==> src/design/toutu_pkg.sv <==
// constants, register map and state type of the timed output unit
`default_nettype none
package toutu_pkg;
  // register byte offsets
  localparam logic [11:0] OFS_CFG_ONE    = 12'h000;
  localparam logic [11:0] OFS_PULSE_W    = 12'h004;
  localparam logic [11:0] OFS_CYC_W_LO   = 12'h008;
  localparam logic [11:0] OFS_CYC_W_HI   = 12'h00C;
  localparam logic [11:0] OFS_CYC_CNT    = 12'h010;
  localparam logic [11:0] OFS_BIT_PAT    = 12'h014;
  localparam logic [11:0] OFS_CASC_LO    = 12'h018;
  localparam logic [11:0] OFS_CASC_HI    = 12'h01C;
  localparam logic [11:0] OFS_TGT_NS_LO  = 12'h020;
  localparam logic [11:0] OFS_TGT_NS_HI  = 12'h024;
  localparam logic [11:0] OFS_TGT_SEC_LO = 12'h028;
  localparam logic [11:0] OFS_TGT_SEC_HI = 12'h02C;
  localparam logic [11:0] OFS_UNIT_EN    = 12'h030;
  localparam logic [11:0] OFS_IRQ_EN     = 12'h034;
  localparam logic [11:0] OFS_STATUS     = 12'h038;
  localparam logic [11:0] OFS_EDGE_SEL   = 12'h248;
  // field positions
  localparam int CFG_PIN_LSB   = 0;
  localparam int CFG_PAT_LSB   = 4;
  localparam int CFG_NOTIFY    = 8;
  localparam int CFG_NOW       = 9;
  localparam int CFG_CASCADE   = 10;
  localparam int CFG_TAIL      = 11;
  localparam int EDGE_SEL_BIT  = 7;
  localparam int STS_DONE      = 0;
  localparam int STS_ERR       = 1;
  localparam int STS_ACTIVE    = 2;
  // reset value of every register
  localparam logic [15:0] REG_RESET = 16'h0000;
  // pattern select codes
  localparam logic [2:0] PAT_NEG_PULSE = 3'h2;
  localparam logic [2:0] PAT_POS_PULSE = 3'h3;
  localparam logic [2:0] PAT_PERIODIC  = 3'h5;
  localparam logic [2:0] PAT_SHIFT     = 3'h6;
  // timing, all in nanoseconds
  localparam logic [31:0] CLK_PERIOD_NS   = 32'h0000000A;
  localparam logic [31:0] CASCADE_LEAD_NS = 32'h00000008;
  localparam logic [31:0] NS_PER_SEC      = 32'h3B9ACA00;
  // unit sequencer states
  typedef enum logic [3:0] {
    S_IDLE  = 4'h1,
    S_ARMED = 4'h2,
    S_RUN   = 4'h4,
    S_HOLD  = 4'h8
  } toutu_state_t;
endpackage
`default_nettype wire

==> src/design/toutu_pin_drive.sv <==
// registered driver of the selected general purpose pin
`default_nettype none
module toutu_pin_drive #(
  parameter int NUM_PINS = 16
) (
  // clock and reset
  input  wire logic                pclk,
  input  wire logic                presetn,
  // unit output
  input  wire logic [3:0]          pin_sel,
  input  wire logic                level,
  input  wire logic                drive,
  // pins
  output logic [NUM_PINS-1:0]      gpio_out,
  output logic [NUM_PINS-1:0]      gpio_oe
);
  if (NUM_PINS < 1 || NUM_PINS > 16)
  begin : g_bad_pins
    $error("NUM_PINS must be 1 to 16");
  end

  // one flop pair per pin; unselected pins are released
  for (genvar p = 0; p < NUM_PINS; p++)
  begin : g_pin
    always_ff @(posedge pclk or negedge presetn)
    begin
      if (!presetn)
      begin
        gpio_out[p] <= 1'b0;
        gpio_oe[p]  <= 1'b0;
      end
      else
      begin
        gpio_out[p] <= (pin_sel == 4'(p)) && level;
        gpio_oe[p]  <= (pin_sel == 4'(p)) && drive;
      end
    end
  end
endmodule // toutu_pin_drive
`default_nettype wire

==> src/design/toutu_time_cmp.sv <==
// target time compare, early compare and cascade target sum
`default_nettype none
module toutu_time_cmp (
  // current precision time
  input  wire logic [31:0] now_sec,
  input  wire logic [31:0] now_ns,
  // working target and cascade interval
  input  wire logic [31:0] tgt_sec,
  input  wire logic [31:0] tgt_ns,
  input  wire logic [31:0] intv_ns,
  // results
  output logic             reached,
  output logic             early,
  output logic [31:0]      sum_sec,
  output logic [31:0]      sum_ns
);
  logic [32:0] ahead_ns;
  logic [31:0] ahead_sec;
  logic [32:0] acc_ns;
  logic [31:0] carry;

  // time 8 ns ahead, carried into seconds
  always_comb
  begin
    ahead_ns  = {1'b0, now_ns} + {1'b0, toutu_pkg::CASCADE_LEAD_NS};
    ahead_sec = now_sec;
    if (ahead_ns >= {1'b0, toutu_pkg::NS_PER_SEC})
    begin
      ahead_ns  = ahead_ns - {1'b0, toutu_pkg::NS_PER_SEC};
      ahead_sec = now_sec + 32'h00000001;
    end
  end

  // equal or later counts, so a late arm still fires
  assign reached = (now_sec > tgt_sec) ||
                   (now_sec == tgt_sec && now_ns >= tgt_ns);
  assign early   = (ahead_sec > tgt_sec) ||
                   (ahead_sec == tgt_sec &&
                    ahead_ns[31:0] >= tgt_ns);

  // interval may span several seconds, at most five carries
  always_comb
  begin
    acc_ns = {1'b0, tgt_ns} + {1'b0, intv_ns};
    carry  = 32'h00000000;
    for (int i = 0; i < 5; i++)
    begin
      if (acc_ns >= {1'b0, toutu_pkg::NS_PER_SEC})
      begin
        acc_ns = acc_ns - {1'b0, toutu_pkg::NS_PER_SEC};
        carry  = carry + 32'h00000001;
      end
    end
  end

  assign sum_ns  = acc_ns[31:0];
  assign sum_sec = tgt_sec + carry;
endmodule // toutu_time_cmp
`default_nettype wire

==> src/design/toutu_top.sv <==
// one timed trigger output unit with its apb register file
`default_nettype none
module toutu_top #(
  parameter int NUM_PINS = 16
) (
  // clock and reset
  input  wire logic                pclk,
  input  wire logic                presetn,
  // apb slave
  input  wire logic                psel,
  input  wire logic                penable,
  input  wire logic                pwrite,
  input  wire logic [11:0]         paddr,
  input  wire logic [31:0]         pwdata,
  input  wire logic [3:0]          pstrb,
  output logic [31:0]              prdata,
  output logic                     pready,
  output logic                     pslverr,
  // precision time, same clock domain
  input  wire logic [31:0]         ptp_sec,
  input  wire logic [31:0]         ptp_nsec,
  // pins
  output logic [NUM_PINS-1:0]      gpio_out,
  output logic [NUM_PINS-1:0]      gpio_oe,
  // done or error notification
  output logic                     notify_irq
);
  // registers
  logic [15:0]  cfg_one_ff;
  logic [15:0]  pulse_w_ff;
  logic [15:0]  cyc_w_lo_ff;
  logic [15:0]  cyc_w_hi_ff;
  logic [15:0]  cyc_cnt_ff;
  logic [15:0]  bit_pat_ff;
  logic [15:0]  casc_lo_ff;
  logic [15:0]  casc_hi_ff;
  logic [15:0]  tgt_ns_lo_ff;
  logic [15:0]  tgt_ns_hi_ff;
  logic [15:0]  tgt_sec_lo_ff;
  logic [15:0]  tgt_sec_hi_ff;
  logic [15:0]  edge_sel_ff;
  logic         en_ff;
  logic         ie_ff;
  logic         done_ff;
  logic         err_ff;
  logic         irq_ff;
  logic [31:0]  prdata_ff;
  // unit state
  toutu_pkg::toutu_state_t state_ff;
  logic [31:0]  wsec_ff;
  logic [31:0]  wns_ff;
  logic [31:0]  el_ff;
  logic [15:0]  seq_ff;
  logic         level_ff;
  logic         late_ff;
  logic         late_drv_ff;
  logic         drive_ff;
  // decode and datapath
  logic         wr_acc;
  logic         hit;
  logic [31:0]  rd_val;
  logic [2:0]   pat;
  logic         casc;
  logic         now_req;
  logic [31:0]  period;
  logic [31:0]  hi_ns;
  logic         reached;
  logic         early;
  logic [31:0]  sum_sec;
  logic [31:0]  sum_ns;
  logic         fire;
  logic         bad_cfg;
  logic         fire_lvl;
  logic         idle_lvl;
  logic [31:0]  el_step;
  logic         wrap;
  logic [31:0]  nxt_el;
  logic [15:0]  seq_inc;
  logic [15:0]  nxt_seq;
  logic         finish;
  logic         run_lvl;
  logic         pin_lvl;
  logic         pin_drv;

  function automatic logic [15:0] merge16(logic [15:0] old,
                                          logic [31:0] wd,
                                          logic [3:0]  strb);
    merge16 = {strb[1] ? wd[15:8] : old[15:8],
               strb[0] ? wd[7:0]  : old[7:0]};
  endfunction

  // apb decode; no wait states, so pready is always high
  assign wr_acc  = psel && penable && pwrite;
  assign pready  = 1'b1;
  assign pslverr = psel && penable && !hit;
  assign prdata  = prdata_ff;

  // read mux and address decode
  always_comb
  begin
    hit    = 1'b1;
    rd_val = 32'h00000000;
    case (paddr)
      toutu_pkg::OFS_CFG_ONE:    rd_val[15:0] = cfg_one_ff;
      toutu_pkg::OFS_PULSE_W:    rd_val[15:0] = pulse_w_ff;
      toutu_pkg::OFS_CYC_W_LO:   rd_val[15:0] = cyc_w_lo_ff;
      toutu_pkg::OFS_CYC_W_HI:   rd_val[15:0] = cyc_w_hi_ff;
      toutu_pkg::OFS_CYC_CNT:    rd_val[15:0] = cyc_cnt_ff;
      toutu_pkg::OFS_BIT_PAT:    rd_val[15:0] = bit_pat_ff;
      toutu_pkg::OFS_CASC_LO:    rd_val[15:0] = casc_lo_ff;
      toutu_pkg::OFS_CASC_HI:    rd_val[15:0] = casc_hi_ff;
      toutu_pkg::OFS_TGT_NS_LO:  rd_val[15:0] = tgt_ns_lo_ff;
      toutu_pkg::OFS_TGT_NS_HI:  rd_val[15:0] = tgt_ns_hi_ff;
      toutu_pkg::OFS_TGT_SEC_LO: rd_val[15:0] = tgt_sec_lo_ff;
      toutu_pkg::OFS_TGT_SEC_HI: rd_val[15:0] = tgt_sec_hi_ff;
      toutu_pkg::OFS_UNIT_EN:    rd_val[0]    = en_ff;
      toutu_pkg::OFS_IRQ_EN:     rd_val[0]    = ie_ff;
      toutu_pkg::OFS_STATUS:
        rd_val[2:0] = {state_ff == toutu_pkg::S_RUN, err_ff, done_ff};
      toutu_pkg::OFS_EDGE_SEL:   rd_val[15:0] = edge_sel_ff;
      default:                   hit          = 1'b0;
    endcase
  end

  // read data captured in the setup cycle, stable through access
  always_ff @(posedge pclk or negedge presetn)
  begin
    if (!presetn)
      prdata_ff <= 32'h00000000;
    else if (psel && !penable && !pwrite)
      prdata_ff <= rd_val;
  end

  // configuration writes; immediate bit self-clears when taken
  always_ff @(posedge pclk or negedge presetn)
  begin
    if (!presetn)
    begin
      cfg_one_ff    <= toutu_pkg::REG_RESET;
      pulse_w_ff    <= toutu_pkg::REG_RESET;
      cyc_w_lo_ff   <= toutu_pkg::REG_RESET;
      cyc_w_hi_ff   <= toutu_pkg::REG_RESET;
      cyc_cnt_ff    <= toutu_pkg::REG_RESET;
      bit_pat_ff    <= toutu_pkg::REG_RESET;
      casc_lo_ff    <= toutu_pkg::REG_RESET;
      casc_hi_ff    <= toutu_pkg::REG_RESET;
      tgt_ns_lo_ff  <= toutu_pkg::REG_RESET;
      tgt_ns_hi_ff  <= toutu_pkg::REG_RESET;
      tgt_sec_lo_ff <= toutu_pkg::REG_RESET;
      tgt_sec_hi_ff <= toutu_pkg::REG_RESET;
      edge_sel_ff   <= toutu_pkg::REG_RESET;
    end
    else
    begin
      if (fire)
        cfg_one_ff[toutu_pkg::CFG_NOW] <= 1'b0;
      if (wr_acc)
      begin
        case (paddr)
          toutu_pkg::OFS_CFG_ONE:
            cfg_one_ff <= merge16(cfg_one_ff, pwdata, pstrb);
          toutu_pkg::OFS_PULSE_W:
            pulse_w_ff <= merge16(pulse_w_ff, pwdata, pstrb);
          toutu_pkg::OFS_CYC_W_LO:
            cyc_w_lo_ff <= merge16(cyc_w_lo_ff, pwdata, pstrb);
          toutu_pkg::OFS_CYC_W_HI:
            cyc_w_hi_ff <= merge16(cyc_w_hi_ff, pwdata, pstrb);
          toutu_pkg::OFS_CYC_CNT:
            cyc_cnt_ff <= merge16(cyc_cnt_ff, pwdata, pstrb);
          toutu_pkg::OFS_BIT_PAT:
            bit_pat_ff <= merge16(bit_pat_ff, pwdata, pstrb);
          toutu_pkg::OFS_CASC_LO:
            casc_lo_ff <= merge16(casc_lo_ff, pwdata, pstrb);
          toutu_pkg::OFS_CASC_HI:
            casc_hi_ff <= merge16(casc_hi_ff, pwdata, pstrb);
          toutu_pkg::OFS_TGT_NS_LO:
            tgt_ns_lo_ff <= merge16(tgt_ns_lo_ff, pwdata, pstrb);
          toutu_pkg::OFS_TGT_NS_HI:
            tgt_ns_hi_ff <= merge16(tgt_ns_hi_ff, pwdata, pstrb);
          toutu_pkg::OFS_TGT_SEC_LO:
            tgt_sec_lo_ff <= merge16(tgt_sec_lo_ff, pwdata, pstrb);
          toutu_pkg::OFS_TGT_SEC_HI:
            tgt_sec_hi_ff <= merge16(tgt_sec_hi_ff, pwdata, pstrb);
          toutu_pkg::OFS_EDGE_SEL:
            edge_sel_ff <= merge16(edge_sel_ff, pwdata, pstrb);
          default: ;
        endcase
      end
    end
  end

  // unit enable and interrupt enable bits
  always_ff @(posedge pclk or negedge presetn)
  begin
    if (!presetn)
    begin
      en_ff <= 1'b0;
      ie_ff <= 1'b0;
    end
    else if (wr_acc && pstrb[0])
    begin
      if (paddr == toutu_pkg::OFS_UNIT_EN)
        en_ff <= pwdata[0];
      if (paddr == toutu_pkg::OFS_IRQ_EN)
        ie_ff <= pwdata[0];
    end
  end

  // field views
  assign pat     = cfg_one_ff[toutu_pkg::CFG_PAT_LSB +: 3];
  assign casc    = cfg_one_ff[toutu_pkg::CFG_CASCADE];
  assign now_req = cfg_one_ff[toutu_pkg::CFG_NOW];
  assign period  = {cyc_w_hi_ff, cyc_w_lo_ff};
  assign hi_ns   = {13'h0000, pulse_w_ff, 3'h0};

  toutu_time_cmp u_cmp (
    .now_sec (ptp_sec),
    .now_ns  (ptp_nsec),
    .tgt_sec (wsec_ff),
    .tgt_ns  (wns_ff),
    .intv_ns ({casc_hi_ff, casc_lo_ff}),
    .reached (reached),
    .early   (early),
    .sum_sec (sum_sec),
    .sum_ns  (sum_ns)
  );

  // start on target time or at once on the immediate bit
  assign fire = en_ff && state_ff == toutu_pkg::S_ARMED &&
                (reached || now_req);
  // level held before the pulse: opposite of the pulse
  assign idle_lvl = (pat == toutu_pkg::PAT_NEG_PULSE);

  // settings that cannot produce output raise error
  always_comb
  begin
    bad_cfg  = 1'b0;
    fire_lvl = 1'b0;
    case (pat)
      toutu_pkg::PAT_NEG_PULSE:
      begin
        bad_cfg  = (pulse_w_ff == 16'h0000);
        fire_lvl = 1'b0;
      end
      toutu_pkg::PAT_POS_PULSE:
      begin
        bad_cfg  = (pulse_w_ff == 16'h0000);
        fire_lvl = 1'b1;
      end
      toutu_pkg::PAT_PERIODIC:
      begin
        bad_cfg  = (period == 32'h00000000);
        fire_lvl = (hi_ns != 32'h00000000);
      end
      toutu_pkg::PAT_SHIFT:
      begin
        bad_cfg  = (period == 32'h00000000) ||
                   (cyc_cnt_ff == 16'h0000);
        fire_lvl = bit_pat_ff[0];
      end
      default: bad_cfg = 1'b1;
    endcase
  end

  // waveform step: elapsed ns within a period or pulse
  always_comb
  begin
    el_step = el_ff + toutu_pkg::CLK_PERIOD_NS;
    wrap    = (el_step >= period);
    nxt_el  = wrap ? el_step - period : el_step;
    seq_inc = seq_ff + 16'h0001;
    nxt_seq = wrap ? seq_inc : seq_ff;
    finish  = 1'b0;
    run_lvl = level_ff;
    case (pat)
      toutu_pkg::PAT_NEG_PULSE:
      begin
        finish  = (el_step >= hi_ns);
        run_lvl = finish;
      end
      toutu_pkg::PAT_POS_PULSE:
      begin
        finish  = (el_step >= hi_ns);
        run_lvl = !finish;
      end
      toutu_pkg::PAT_PERIODIC:
      begin
        // zero count never matches, so the clock runs on
        finish  = wrap && cyc_cnt_ff != 16'h0000 &&
                  seq_inc == cyc_cnt_ff;
        run_lvl = !finish && (nxt_el < hi_ns);
      end
      toutu_pkg::PAT_SHIFT:
      begin
        // lsb first; counts above 16 repeat the pattern
        finish  = wrap && seq_inc == cyc_cnt_ff;
        run_lvl = !finish && bit_pat_ff[nxt_seq[3:0]];
      end
      default: ;
    endcase
  end

  // sequencer
  always_ff @(posedge pclk or negedge presetn)
  begin
    if (!presetn)
      state_ff <= toutu_pkg::S_IDLE;
    else if (!en_ff)
      state_ff <= toutu_pkg::S_IDLE;
    else
    begin
      case (state_ff)
        toutu_pkg::S_IDLE:  state_ff <= toutu_pkg::S_ARMED;
        toutu_pkg::S_ARMED:
          if (fire)
            state_ff <= bad_cfg ? toutu_pkg::S_HOLD : toutu_pkg::S_RUN;
        toutu_pkg::S_RUN:
          if (finish)
            state_ff <= casc ? toutu_pkg::S_ARMED
                             : toutu_pkg::S_HOLD;
        toutu_pkg::S_HOLD:  state_ff <= toutu_pkg::S_HOLD;
        default:            state_ff <= toutu_pkg::S_IDLE;
      endcase
    end
  end

  // working target: copied at enable, advanced per cascade pass
  always_ff @(posedge pclk or negedge presetn)
  begin
    if (!presetn)
    begin
      wsec_ff <= 32'h00000000;
      wns_ff  <= 32'h00000000;
    end
    else if (state_ff == toutu_pkg::S_IDLE)
    begin
      wsec_ff <= {tgt_sec_hi_ff, tgt_sec_lo_ff};
      wns_ff  <= {tgt_ns_hi_ff, tgt_ns_lo_ff};
    end
    else if (state_ff == toutu_pkg::S_RUN && finish && casc)
    begin
      wsec_ff <= sum_sec;
      wns_ff  <= sum_ns;
    end
  end

  // elapsed time and cycle or shift count
  always_ff @(posedge pclk or negedge presetn)
  begin
    if (!presetn)
    begin
      el_ff  <= 32'h00000000;
      seq_ff <= 16'h0000;
    end
    else if (fire)
    begin
      el_ff  <= 32'h00000000;
      seq_ff <= 16'h0000;
    end
    else if (state_ff == toutu_pkg::S_RUN)
    begin
      el_ff  <= nxt_el;
      seq_ff <= nxt_seq;
    end
  end

  // pin level and drive; a cascade unit lets go between passes
  always_ff @(posedge pclk or negedge presetn)
  begin
    if (!presetn)
    begin
      level_ff <= 1'b0;
      drive_ff <= 1'b0;
    end
    else if (!en_ff)
      drive_ff <= 1'b0;
    else
    begin
      case (state_ff)
        toutu_pkg::S_IDLE:
          if (!casc)
          begin
            level_ff <= idle_lvl;
            drive_ff <= 1'b1;
          end
        toutu_pkg::S_ARMED:
          if (fire)
          begin
            level_ff <= bad_cfg ? level_ff : fire_lvl;
            drive_ff <= 1'b1;
          end
          else if (casc && early)
          begin
            level_ff <= idle_lvl;
            drive_ff <= 1'b1;
          end
        toutu_pkg::S_RUN:
        begin
          level_ff <= run_lvl;
          if (finish && casc)
            drive_ff <= 1'b0;
        end
        default: ;
      endcase
    end
  end

  // sticky done and error; hardware set wins over software clear
  always_ff @(posedge pclk or negedge presetn)
  begin
    if (!presetn)
    begin
      done_ff <= 1'b0;
      err_ff  <= 1'b0;
    end
    else
    begin
      if (state_ff == toutu_pkg::S_RUN && finish &&
          (!casc || cfg_one_ff[toutu_pkg::CFG_TAIL]))
        done_ff <= 1'b1;
      else if (wr_acc && pstrb[0] && paddr == toutu_pkg::OFS_STATUS &&
               pwdata[toutu_pkg::STS_DONE])
        done_ff <= 1'b0;
      if (fire && bad_cfg)
        err_ff <= 1'b1;
      else if (wr_acc && pstrb[0] && paddr == toutu_pkg::OFS_STATUS &&
               pwdata[toutu_pkg::STS_ERR])
        err_ff <= 1'b0;
    end
  end

  // notification gated by notify bit and enable
  always_ff @(posedge pclk or negedge presetn)
  begin
    if (!presetn)
      irq_ff <= 1'b0;
    else
      irq_ff <= (done_ff || err_ff) && ie_ff &&
                cfg_one_ff[toutu_pkg::CFG_NOTIFY];
  end
  assign notify_irq = irq_ff;

  // optional extra stage delays the selected pin by one clock cycle
  // drive is delayed with the level, else a pass loses its last cycle
  always_ff @(posedge pclk or negedge presetn)
  begin
    if (!presetn)
    begin
      late_ff     <= 1'b0;
      late_drv_ff <= 1'b0;
    end
    else
    begin
      late_ff     <= level_ff;
      late_drv_ff <= drive_ff;
    end
  end
  assign pin_lvl = edge_sel_ff[toutu_pkg::EDGE_SEL_BIT] ?
                   late_ff : level_ff;
  assign pin_drv = edge_sel_ff[toutu_pkg::EDGE_SEL_BIT] ?
                   late_drv_ff : drive_ff;

  toutu_pin_drive #(
    .NUM_PINS (NUM_PINS)
  ) u_pins (
    .pclk     (pclk),
    .presetn  (presetn),
    .pin_sel  (cfg_one_ff[toutu_pkg::CFG_PIN_LSB +: 4]),
    .level    (pin_lvl),
    .drive    (pin_drv),
    .gpio_out (gpio_out),
    .gpio_oe  (gpio_oe)
  );

  a_single_low_pre:
  assert property (@(posedge pclk) disable iff (!presetn)
    state_ff == toutu_pkg::S_IDLE && en_ff && !casc &&
    pat == toutu_pkg::PAT_NEG_PULSE |=> level_ff && drive_ff)
    else $error("low pulse unit not high after enable");
  a_single_high_pre:
  assert property (@(posedge pclk) disable iff (!presetn)
    state_ff == toutu_pkg::S_IDLE && en_ff && !casc &&
    pat == toutu_pkg::PAT_POS_PULSE |=> !level_ff && drive_ff)
    else $error("high pulse unit not low after enable");
  a_cascade_lead:
  assert property (@(posedge pclk) disable iff (!presetn)
    fire == 1'b0 && en_ff && casc && early &&
    state_ff == toutu_pkg::S_ARMED |=> level_ff == $past(idle_lvl))
    else $error("cascade preset level missing before trigger");
  a_neg_pulse_low:
  assert property (@(posedge pclk) disable iff (!presetn)
    fire && !bad_cfg && pat == toutu_pkg::PAT_NEG_PULSE
    |=> !level_ff ##1 (!level_ff || !en_ff ||
                       hi_ns <= toutu_pkg::CLK_PERIOD_NS))
    else $error("low pulse did not go low");
  a_pos_pulse_end:
  assert property (@(posedge pclk) disable iff (!presetn)
    en_ff && state_ff == toutu_pkg::S_RUN &&
    pat == toutu_pkg::PAT_POS_PULSE && el_step >= hi_ns
    |=> !level_ff && state_ff != toutu_pkg::S_RUN)
    else $error("high pulse not ended at width");
  a_fire_on_time:
  assert property (@(posedge pclk) disable iff (!presetn)
    en_ff && state_ff == toutu_pkg::S_ARMED && reached
    |=> state_ff != toutu_pkg::S_ARMED || !$past(en_ff))
    else $error("unit did not fire at target time");
  a_count_stop:
  assert property (@(posedge pclk) disable iff (!presetn)
    en_ff && state_ff == toutu_pkg::S_RUN && !casc &&
    pat == toutu_pkg::PAT_PERIODIC && finish
    |=> state_ff == toutu_pkg::S_HOLD && !level_ff)
    else $error("finite clock did not stop");
  a_notify_gate:
  assert property (@(posedge pclk) disable iff (!presetn)
    notify_irq |-> $past(ie_ff) &&
    $past(cfg_one_ff[toutu_pkg::CFG_NOTIFY]))
    else $error("notification without notify and enable");
endmodule // toutu_top
`default_nettype wire

==> config.mk <==
export PLATFORM = sky130hd
export DESIGN_NAME = toutu_top
export DESIGN_NICKNAME = d
export VERILOG_FILES = /design/src/design/toutu_pkg.sv /design/src/design/toutu_pin_drive.sv /design/src/design/toutu_time_cmp.sv /design/src/design/toutu_top.sv
export SDC_FILE = /design/constraint.sdc
export NUM_CORES = 1
export LEC_CHECK = 0
export ABC_AREA = 1
export BUFFER_PORTS_ARGS = -buffer_cell sky130_fd_sc_hd__buf_2
export CAP_MARGIN = 40
export CELL_PAD_IN_SITES_DETAIL_PLACEMENT = 0
export CELL_PAD_IN_SITES_GLOBAL_PLACEMENT = 2
export CORE_MARGIN = 5
export CORE_UTILIZATION = 38
export CTS_CLUSTER_SIZE = 14
export DETAILED_ROUTE_END_ITERATION = 16
export PLACE_DENSITY_LB_ADDON = 0.1
export SLEW_MARGIN = 20
export SYNTH_ARGS = -nofsm -noshare
export SYNTH_HDL_FRONTEND = slang
export SYNTH_SLANG_ARGS = --single-unit
==> constraint.sdc <==
create_clock -name pclk -period 24.3 [get_ports pclk]
set_input_delay 4.86 -clock pclk [delete_from_list [all_inputs] [get_ports pclk]]
set_output_delay 4.86 -clock pclk [all_outputs]
set_load 0.01 [all_outputs]
==> results of run 1 <==
## power groups by stage
stage	logic [mW]	registers [mW]	clock network, mW
3_3_place_gp	4.86	0.795	0
3_5_place_dp	4.84	0.797	0
2_1_floorplan	3.57	0.769	0
6_report	4.87	0.785	0.659
4_1_cts	4.87	0.785	0.673
5_1_grt	5.52	0.794	0.697
## cells by family (layout without fill, tap and decap cells)
kind of cell	Yosys count	in the layout
buffers and inverters	938	1063
and+or+nand+nor	2763	2763
adders and majority gates	240	240
muxes	10	10
AOI/OAI and AO/OA	820	820
DFF	381	381
xor gates and xnor gates	188	188
other	2	21
## layer usage
metal / share of wire / vias to the layer above
met5: 0.00017 / -
met4: 0.035 / 4
met3: 0.043 / 193
met2: 0.49 / 864
met1: 0.43 / 16363
li1: - / 17654
## critical path, delay by kind of cell (launching register included)
kind	cells	cell delay [ns]
compound gates	5	1.09
flops	1	0.43
xor+xnor	1	0.54
simple gates	50	10.25
buf+inv	7	0.67
fa+ha+maj	3	1.15
## cell usage in the layout, fill, tap and decap left out, drive strengths merged, types with 14 or more instances in the layout
master,count
nand2,1639
nand3b,16
xnor2,34
inv,793
ha,237
nand4,106
buf,186
nor2,488
a21oi,208
o211ai,14
xor2,154
o21ai,383
a221oi,51
clkbuf,62
clkinv,19
conb,18
dfrtp,380
nor4,40
o22ai,62
nor3,80
nand3,373
## worst paths after layout
path,startpoint,to
min reg2reg,level_ff$_DFFE_PN0P_,late_ff$_DFF_PN0_
max,casc_lo_ff[8]$_DFFE_PN0P_,wsec_ff[28]$_DFFE_PN0P_
max in group asynchronous,presetn,tgt_ns_hi_ff[15]$_DFFE_PN0P_
min,level_ff$_DFFE_PN0P_,late_ff$_DFF_PN0_
max reg2reg,casc_lo_ff[8]$_DFFE_PN0P_,wsec_ff[28]$_DFFE_PN0P_
min in group asynchronous,presetn,el_ff[10]$_DFFE_PN0P_
## layout make-up
cell class                      count  area [um2]
Timing Repair Buffer              186        1081
Clock buffer                       62        1260
Fill cell                        9913       52220
Inverter                          803        3015
Clock inverter                     12       135.1
Antenna cell                        3       7.507
Multi-Input combinational cell   4039       21430
Tap cell                         1176        1471
Sequential cell                   381        9535
## through the flow
stage	area [um2]	instances	setup slack [ns]	hold WS [ns]	total power, mW
floorplan	34640	5358	12.90	0.3735	4.344
global placement	36440	6577	9.718	0.4182	5.653
detailed placement	36500	6583	9.781	0.4221	5.635
CTS	37890	6657	9.937	0.4391	6.326
global route	37930	6660	8.502	0.4360	7.013
finish	37930	6662	10.02	0.4293	6.319
==> flow_metrics.py, run 1 <==
metrics = {
    "status": {
        "status": "finished clean",
    },
    "global_route": {
        "grt_pass1_wl_um": 207100,
        "gr-usage-all-layers": 0.2729,
        "grt_pass1_vias": 33672,
        "grt_max_degree": 164,
        "met3_usage": 0.02392,
        "busiest_layer": "met2",
        "antenna_found_initial": 7,
        "grt.met2_usage": 0.4893,
        "grtUsageMet1": 0.3507,
        "grt.overflow.total": 0,
    },
    "floorplanning": {
        "dieArea_um2": 97130,
        "std_cell_rows": 110,
        "start_util": 0.3836,
        "core_area_um2": 90150,
        "die_x_um": 311.7,
        "die_h_um": 311.7,
        "ios": 184,
    },
    "place": {
        "hpwlAfterDp_um": 111900,
        "port_buffers": 148,
        "routabilityCongestion": 0.9402,
    },
    "cts": {
        "cts_sinks": 381,
        "cts_hold_buf": 0,
        "clk_latency_ns": 0.59,
        "cts.clk_slew.worst_paths_ns": 0.06,
        "cts_buffers": 44,
        "ctsHtreeMaxLevel": 2,
        "post_cts_buffers": 0,
        "cts_tree": "yes",
        "clock_path_buffers": 3,
        "cts-root-buf": "clkbuf_16",
        "cts_resized": 0,
    },
    "run": {
        "cap_violations": 0,
    },
    "final_layout": {
        "final_util": 0.4208,
        "areaGrowthSynthToFinish_pct": 9.705,
        "reg.largest.list": "el_ff (32), wns_ff (32), wsec_ff (32)",
        "layout.nets": 5812,
        "drive_above_1_share": 0.07478,
    },
    "setup_path": {
        "crit_arrival_ns": 14.78,
        "critPathMaxStageDelay_ns": 0.60,
        "required_ns": 24.80,
        "path_common_cell": "nand2_1",
        "slowest_stage": "nor2_1",
        "worstPathMaxFanout": 36,
        "crit_type": "reg -> reg",
        "critPathLaunchType": "flip-flop",
        "r2r_cells": 66,
        "rrSetupSlack_ns": 10.02,
        "worst_setup_path_end_kind": "flip-flop",
    },
    "synth": {
        "synthXorXnorAreaFrac": 0.04762,
        "synth_top_area_cell": "dfrtp_1",
        "synth_simple_gate_area_frac": 0.3413,
        "yosysMostFrequentCell": "nand2_1",
        "yosysSeqAreaShare": 0.2758,
        "syn_area_um2": 34580,
        "synth-compound-area-share": 0.1373,
        "synth.area.top_cells": "dfrtp_1 (28%), nand2_1 (17%), ha_1 (8.6%)",
        "synth.distinct_cells": 78,
        "yosys.area_share.adder": 0.08750,
        "synth_commonest_cells": "nand2_1 (1593), inv_1 (757), nor2_1 (452)",
        "synth.top_cell.area_share": 0.2750,
        "synth_mux_area_frac": 0.003076,
        "ys_warn_count": 0,
        "synth_top_family_by_area": "simple AND/OR/NAND/NOR gates",
        "synthFlopType": "dfrtp_1",
        "syn-instance-count": 5342,
        "async_flop_share": 1.000,
        "synth_edf_count": 0,
        "ys_seq_elements": 381,
        "postSynthAreaPerCell_um2": 6.473,
    },
    "power_and_ir_drop": {
        "power.leakage_nw": 19.35,
        "p_per_area_nw_per_um2": 166.6,
        "switching_share": 0.5936,
        "internal_power_mw": 2.568,
        "power.switching_mw": 3.751,
        "p_clk_frac": 0.104,
        "comb_power_share": 0.771,
        "pwr-share-seq": 0.124,
        "ir_drop_v": 0.0001152,
    },
    "sta": {
        "final-max-slew-violation-count": 0,
        "setup_viol": 0,
        "finalCritPeriodShare": 0.5878,
        "min_period_ns": 14.28,
        "finalSetupTns_ns": 0,
        "tightestPinTransition_ns": 0.9365,
        "finalHoldViolations": 0,
        "relSlewSlack": 0.3699,
        "fmaxAchievable_ghz": 0.07001,
        "fin_skew_ns": 0.02543,
        "rsz0062_at_grt": "no",
    },
    "drt": {
        "first_pass_iters": 6,
        "drt_iter0_drc": 2550,
        "avgViaCountPerCell": 5.265,
        "postRouteWirelength_um": 137100,
        "ant_nets": 0,
        "avgRoutedWirePerCell_um": 20.58,
        "num_vias": 35078,
        "drc": 0,
    },
    "min_path": {
        "holdPathStages": 0,
        "hp-class": "reg -> reg",
    },
}
Note: power is estimated with default switching activity, not from simulation.
==> run 2: changes to the inputs <==
--- a/config.mk
+++ b/config.mk
@@ -11,7 +11,7 @@
 export CELL_PAD_IN_SITES_DETAIL_PLACEMENT = 0
 export CELL_PAD_IN_SITES_GLOBAL_PLACEMENT = 2
 export CORE_MARGIN = 5
-export CORE_UTILIZATION = 38
+export CORE_UTILIZATION = 35
 export CTS_CLUSTER_SIZE = 14
 export DETAILED_ROUTE_END_ITERATION = 16
 export PLACE_DENSITY_LB_ADDON = 0.1
==> constraint.sdc (replaced) <==
create_clock -name pclk -period 14.5 [get_ports pclk]
set_input_delay 2.9 -clock pclk [delete_from_list [all_inputs] [get_ports pclk]]
set_output_delay 2.9 -clock pclk [all_outputs]
set_load 0.01 [all_outputs]
==> run 2 against run 1 <==
Against the previous run:
- global-route usage decreased by 1.8 points
- clock skew increased by 0.0058 ns
- register-to-register slack worse by 8.4 ns
- flip-flop and latch count did not move
- die area grew 8.3%
- cell count grew 1.8%
- final area rose by 0.52%
- sequential share of layout area decreased by 0.13 points
==> flow_metrics.py, run 2 (synthesis results as in run 1) <==
metrics = {
    "setup_path": {
        "crit_arrival_ns": 13.36,
        "worst_setup_path_end_kind": "flip-flop",
        "critPathMaxStageDelay_ns": 0.47,
        "worstPathMaxFanout": 30,
        "crit_type": "reg -> reg",
        "slowest_stage": "dfrtp_1",
        "path_common_cell": "nand2_1",
        "critPathLaunchType": "flip-flop",
        "required_ns": 14.95,
    },
    "sta": {
        "finalCritPeriodShare": 0.8901,
        "tightestPinTransition_ns": 0.9313,
        "rsz0062_at_grt": "no",
        "final-max-slew-violation-count": 0,
        "min_period_ns": 12.91,
        "relSlewSlack": 0.3743,
        "setup_viol": 0,
        "fin_skew_ns": 0.03126,
        "finalSetupTns_ns": 0,
        "fmaxAchievable_ghz": 0.07748,
        "finalHoldViolations": 0,
    },
    "floorplanning": {
        "die_h_um": 324.3,
        "die_x_um": 324.3,
        "std_cell_rows": 115,
        "dieArea_um2": 105200,
        "start_util": 0.3518,
        "core_area_um2": 98280,
        "ios": 184,
    },
    "status": {
        "status": "finished clean",
    },
    "global_route": {
        "grt.overflow.total": 0,
        "grt_pass1_wl_um": 210100,
        "antenna_found_initial": 3,
        "gr-usage-all-layers": 0.2550,
        "grt_pass1_vias": 33709,
        "grt_max_degree": 158,
    },
    "cts": {
        "cts_buffers": 44,
        "cts_sinks": 381,
        "cts-root-buf": "clkbuf_16",
        "cts.clk_slew.worst_paths_ns": 0.06,
        "clock_path_buffers": 3,
        "cts_resized": 0,
        "clk_latency_ns": 0.60,
        "post_cts_buffers": 0,
        "cts_tree": "yes",
        "cts_hold_buf": 0,
        "ctsHtreeMaxLevel": 2,
    },
    "power_and_ir_drop": {
        "power.leakage_nw": 19.38,
        "ir_drop_v": 0.0001565,
        "p_per_area_nw_per_um2": 277.7,
    },
    "drt": {
        "postRouteWirelength_um": 139900,
        "ant_nets": 0,
        "avgRoutedWirePerCell_um": 20.64,
        "drt_iter0_drc": 2850,
        "num_vias": 35278,
        "first_pass_iters": 6,
        "drc": 0,
        "avgViaCountPerCell": 5.204,
    },
    "run": {
        "cap_violations": 0,
    },
    "final_layout": {
        "areaGrowthSynthToFinish_pct": 10.27,
        "final_cell_mix": "nand2_1 (1593), inv_1 (757), nor2_1 (451)",
        "finish.instance_area_um2": 38130,
        "reg.largest.list": "el_ff (32), wns_ff (32), wsec_ff (32)",
        "final_common_cell": "nand2_1",
        "drive_above_1_share": 0.07631,
        "layout.nets": 5821,
    },
    "place": {
        "routabilityCongestion": 0.9309,
        "hpwlAfterDp_um": 113600,
        "post_dp_cell_area_um2": 36760,
        "port_buffers": 148,
    },
    "min_path": {
        "hp-class": "reg -> reg",
    },
}
## run 2: layer usage
layer,share of wire,GRT usage,vias to the layer above
met3,0.040,0.02329,177
met1,0.45,0.3360,16595
li1,-,-,17653
met4,0.026,0.06040,2
met2,0.49,0.4534,851
met5,0.00010,0,-
## run 2: final timing paths
kind	slack, ns	end	cells after the start	start
setup reg to reg	1.59	wsec_ff[20]$_DFFE_PN0P_	69	casc_lo_ff[9]$_DFFE_PN0P_
hold reg to reg	0.45	late_ff$_DFF_PN0_	0	level_ff$_DFFE_PN0P_
hold / removal	0.45	late_ff$_DFF_PN0_	0	level_ff$_DFFE_PN0P_
max in group asynchronous	10.38	edge_sel_ff[0]$_DFFE_PN0P_	3	presetn
min in group asynchronous	2.28	el_ff[29]$_DFFE_PN0P_	1	presetn
setup / recovery	1.59	wsec_ff[20]$_DFFE_PN0P_	69	casc_lo_ff[9]$_DFFE_PN0P_
## run 2: layout make-up
cell class,count,area [um2]
Tap cell,1287,1610
Inverter,803,3015
Sequential cell,381,9535
Clock buffer,66,1294
Multi-Input combinational cell,4040,21450
Timing Repair Buffer,194,1174
Fill cell,10775,60150
Clock inverter,7,50.05
Antenna cell,1,2.502
## run 2: worst max-delay path, delay by kind of cell, from the launching register on
family	cells	cell delay [ns]
compound gates	5	1.31
buf+inv	9	1.20
xor+xnor	2	0.34
fa+ha+maj	4	1.26
simple gates	49	8.11
flops	1	0.47
## run 2: report_power, final
group	switching (mW)	internal, mW
clock	0.466	0.612
sequential	0.126	1.20
combinational	5.71	2.48
## run 2: through the flow
step / total power [mW] / setup WS (ns) / std cells / util / hold slack (ns)
2_1_floorplan: 7.280 / 5.061 / 5358 / - / 0.3735
4_1_cts: 10.64 / 1.142 / 6777 / 0.3877 / 0.4379
3_5_place_dp: 9.513 / 1.191 / 6704 / 0.3741 / 0.4277
3_3_place_gp: 9.535 / 1.211 / 6697 / 0.3729 / 0.4175
5_1_grt: 11.79 / 0.1317 / 6779 / 0.3880 / 0.4462
6_report: 10.59 / 1.593 / 6779 / 0.3880 / 0.4483
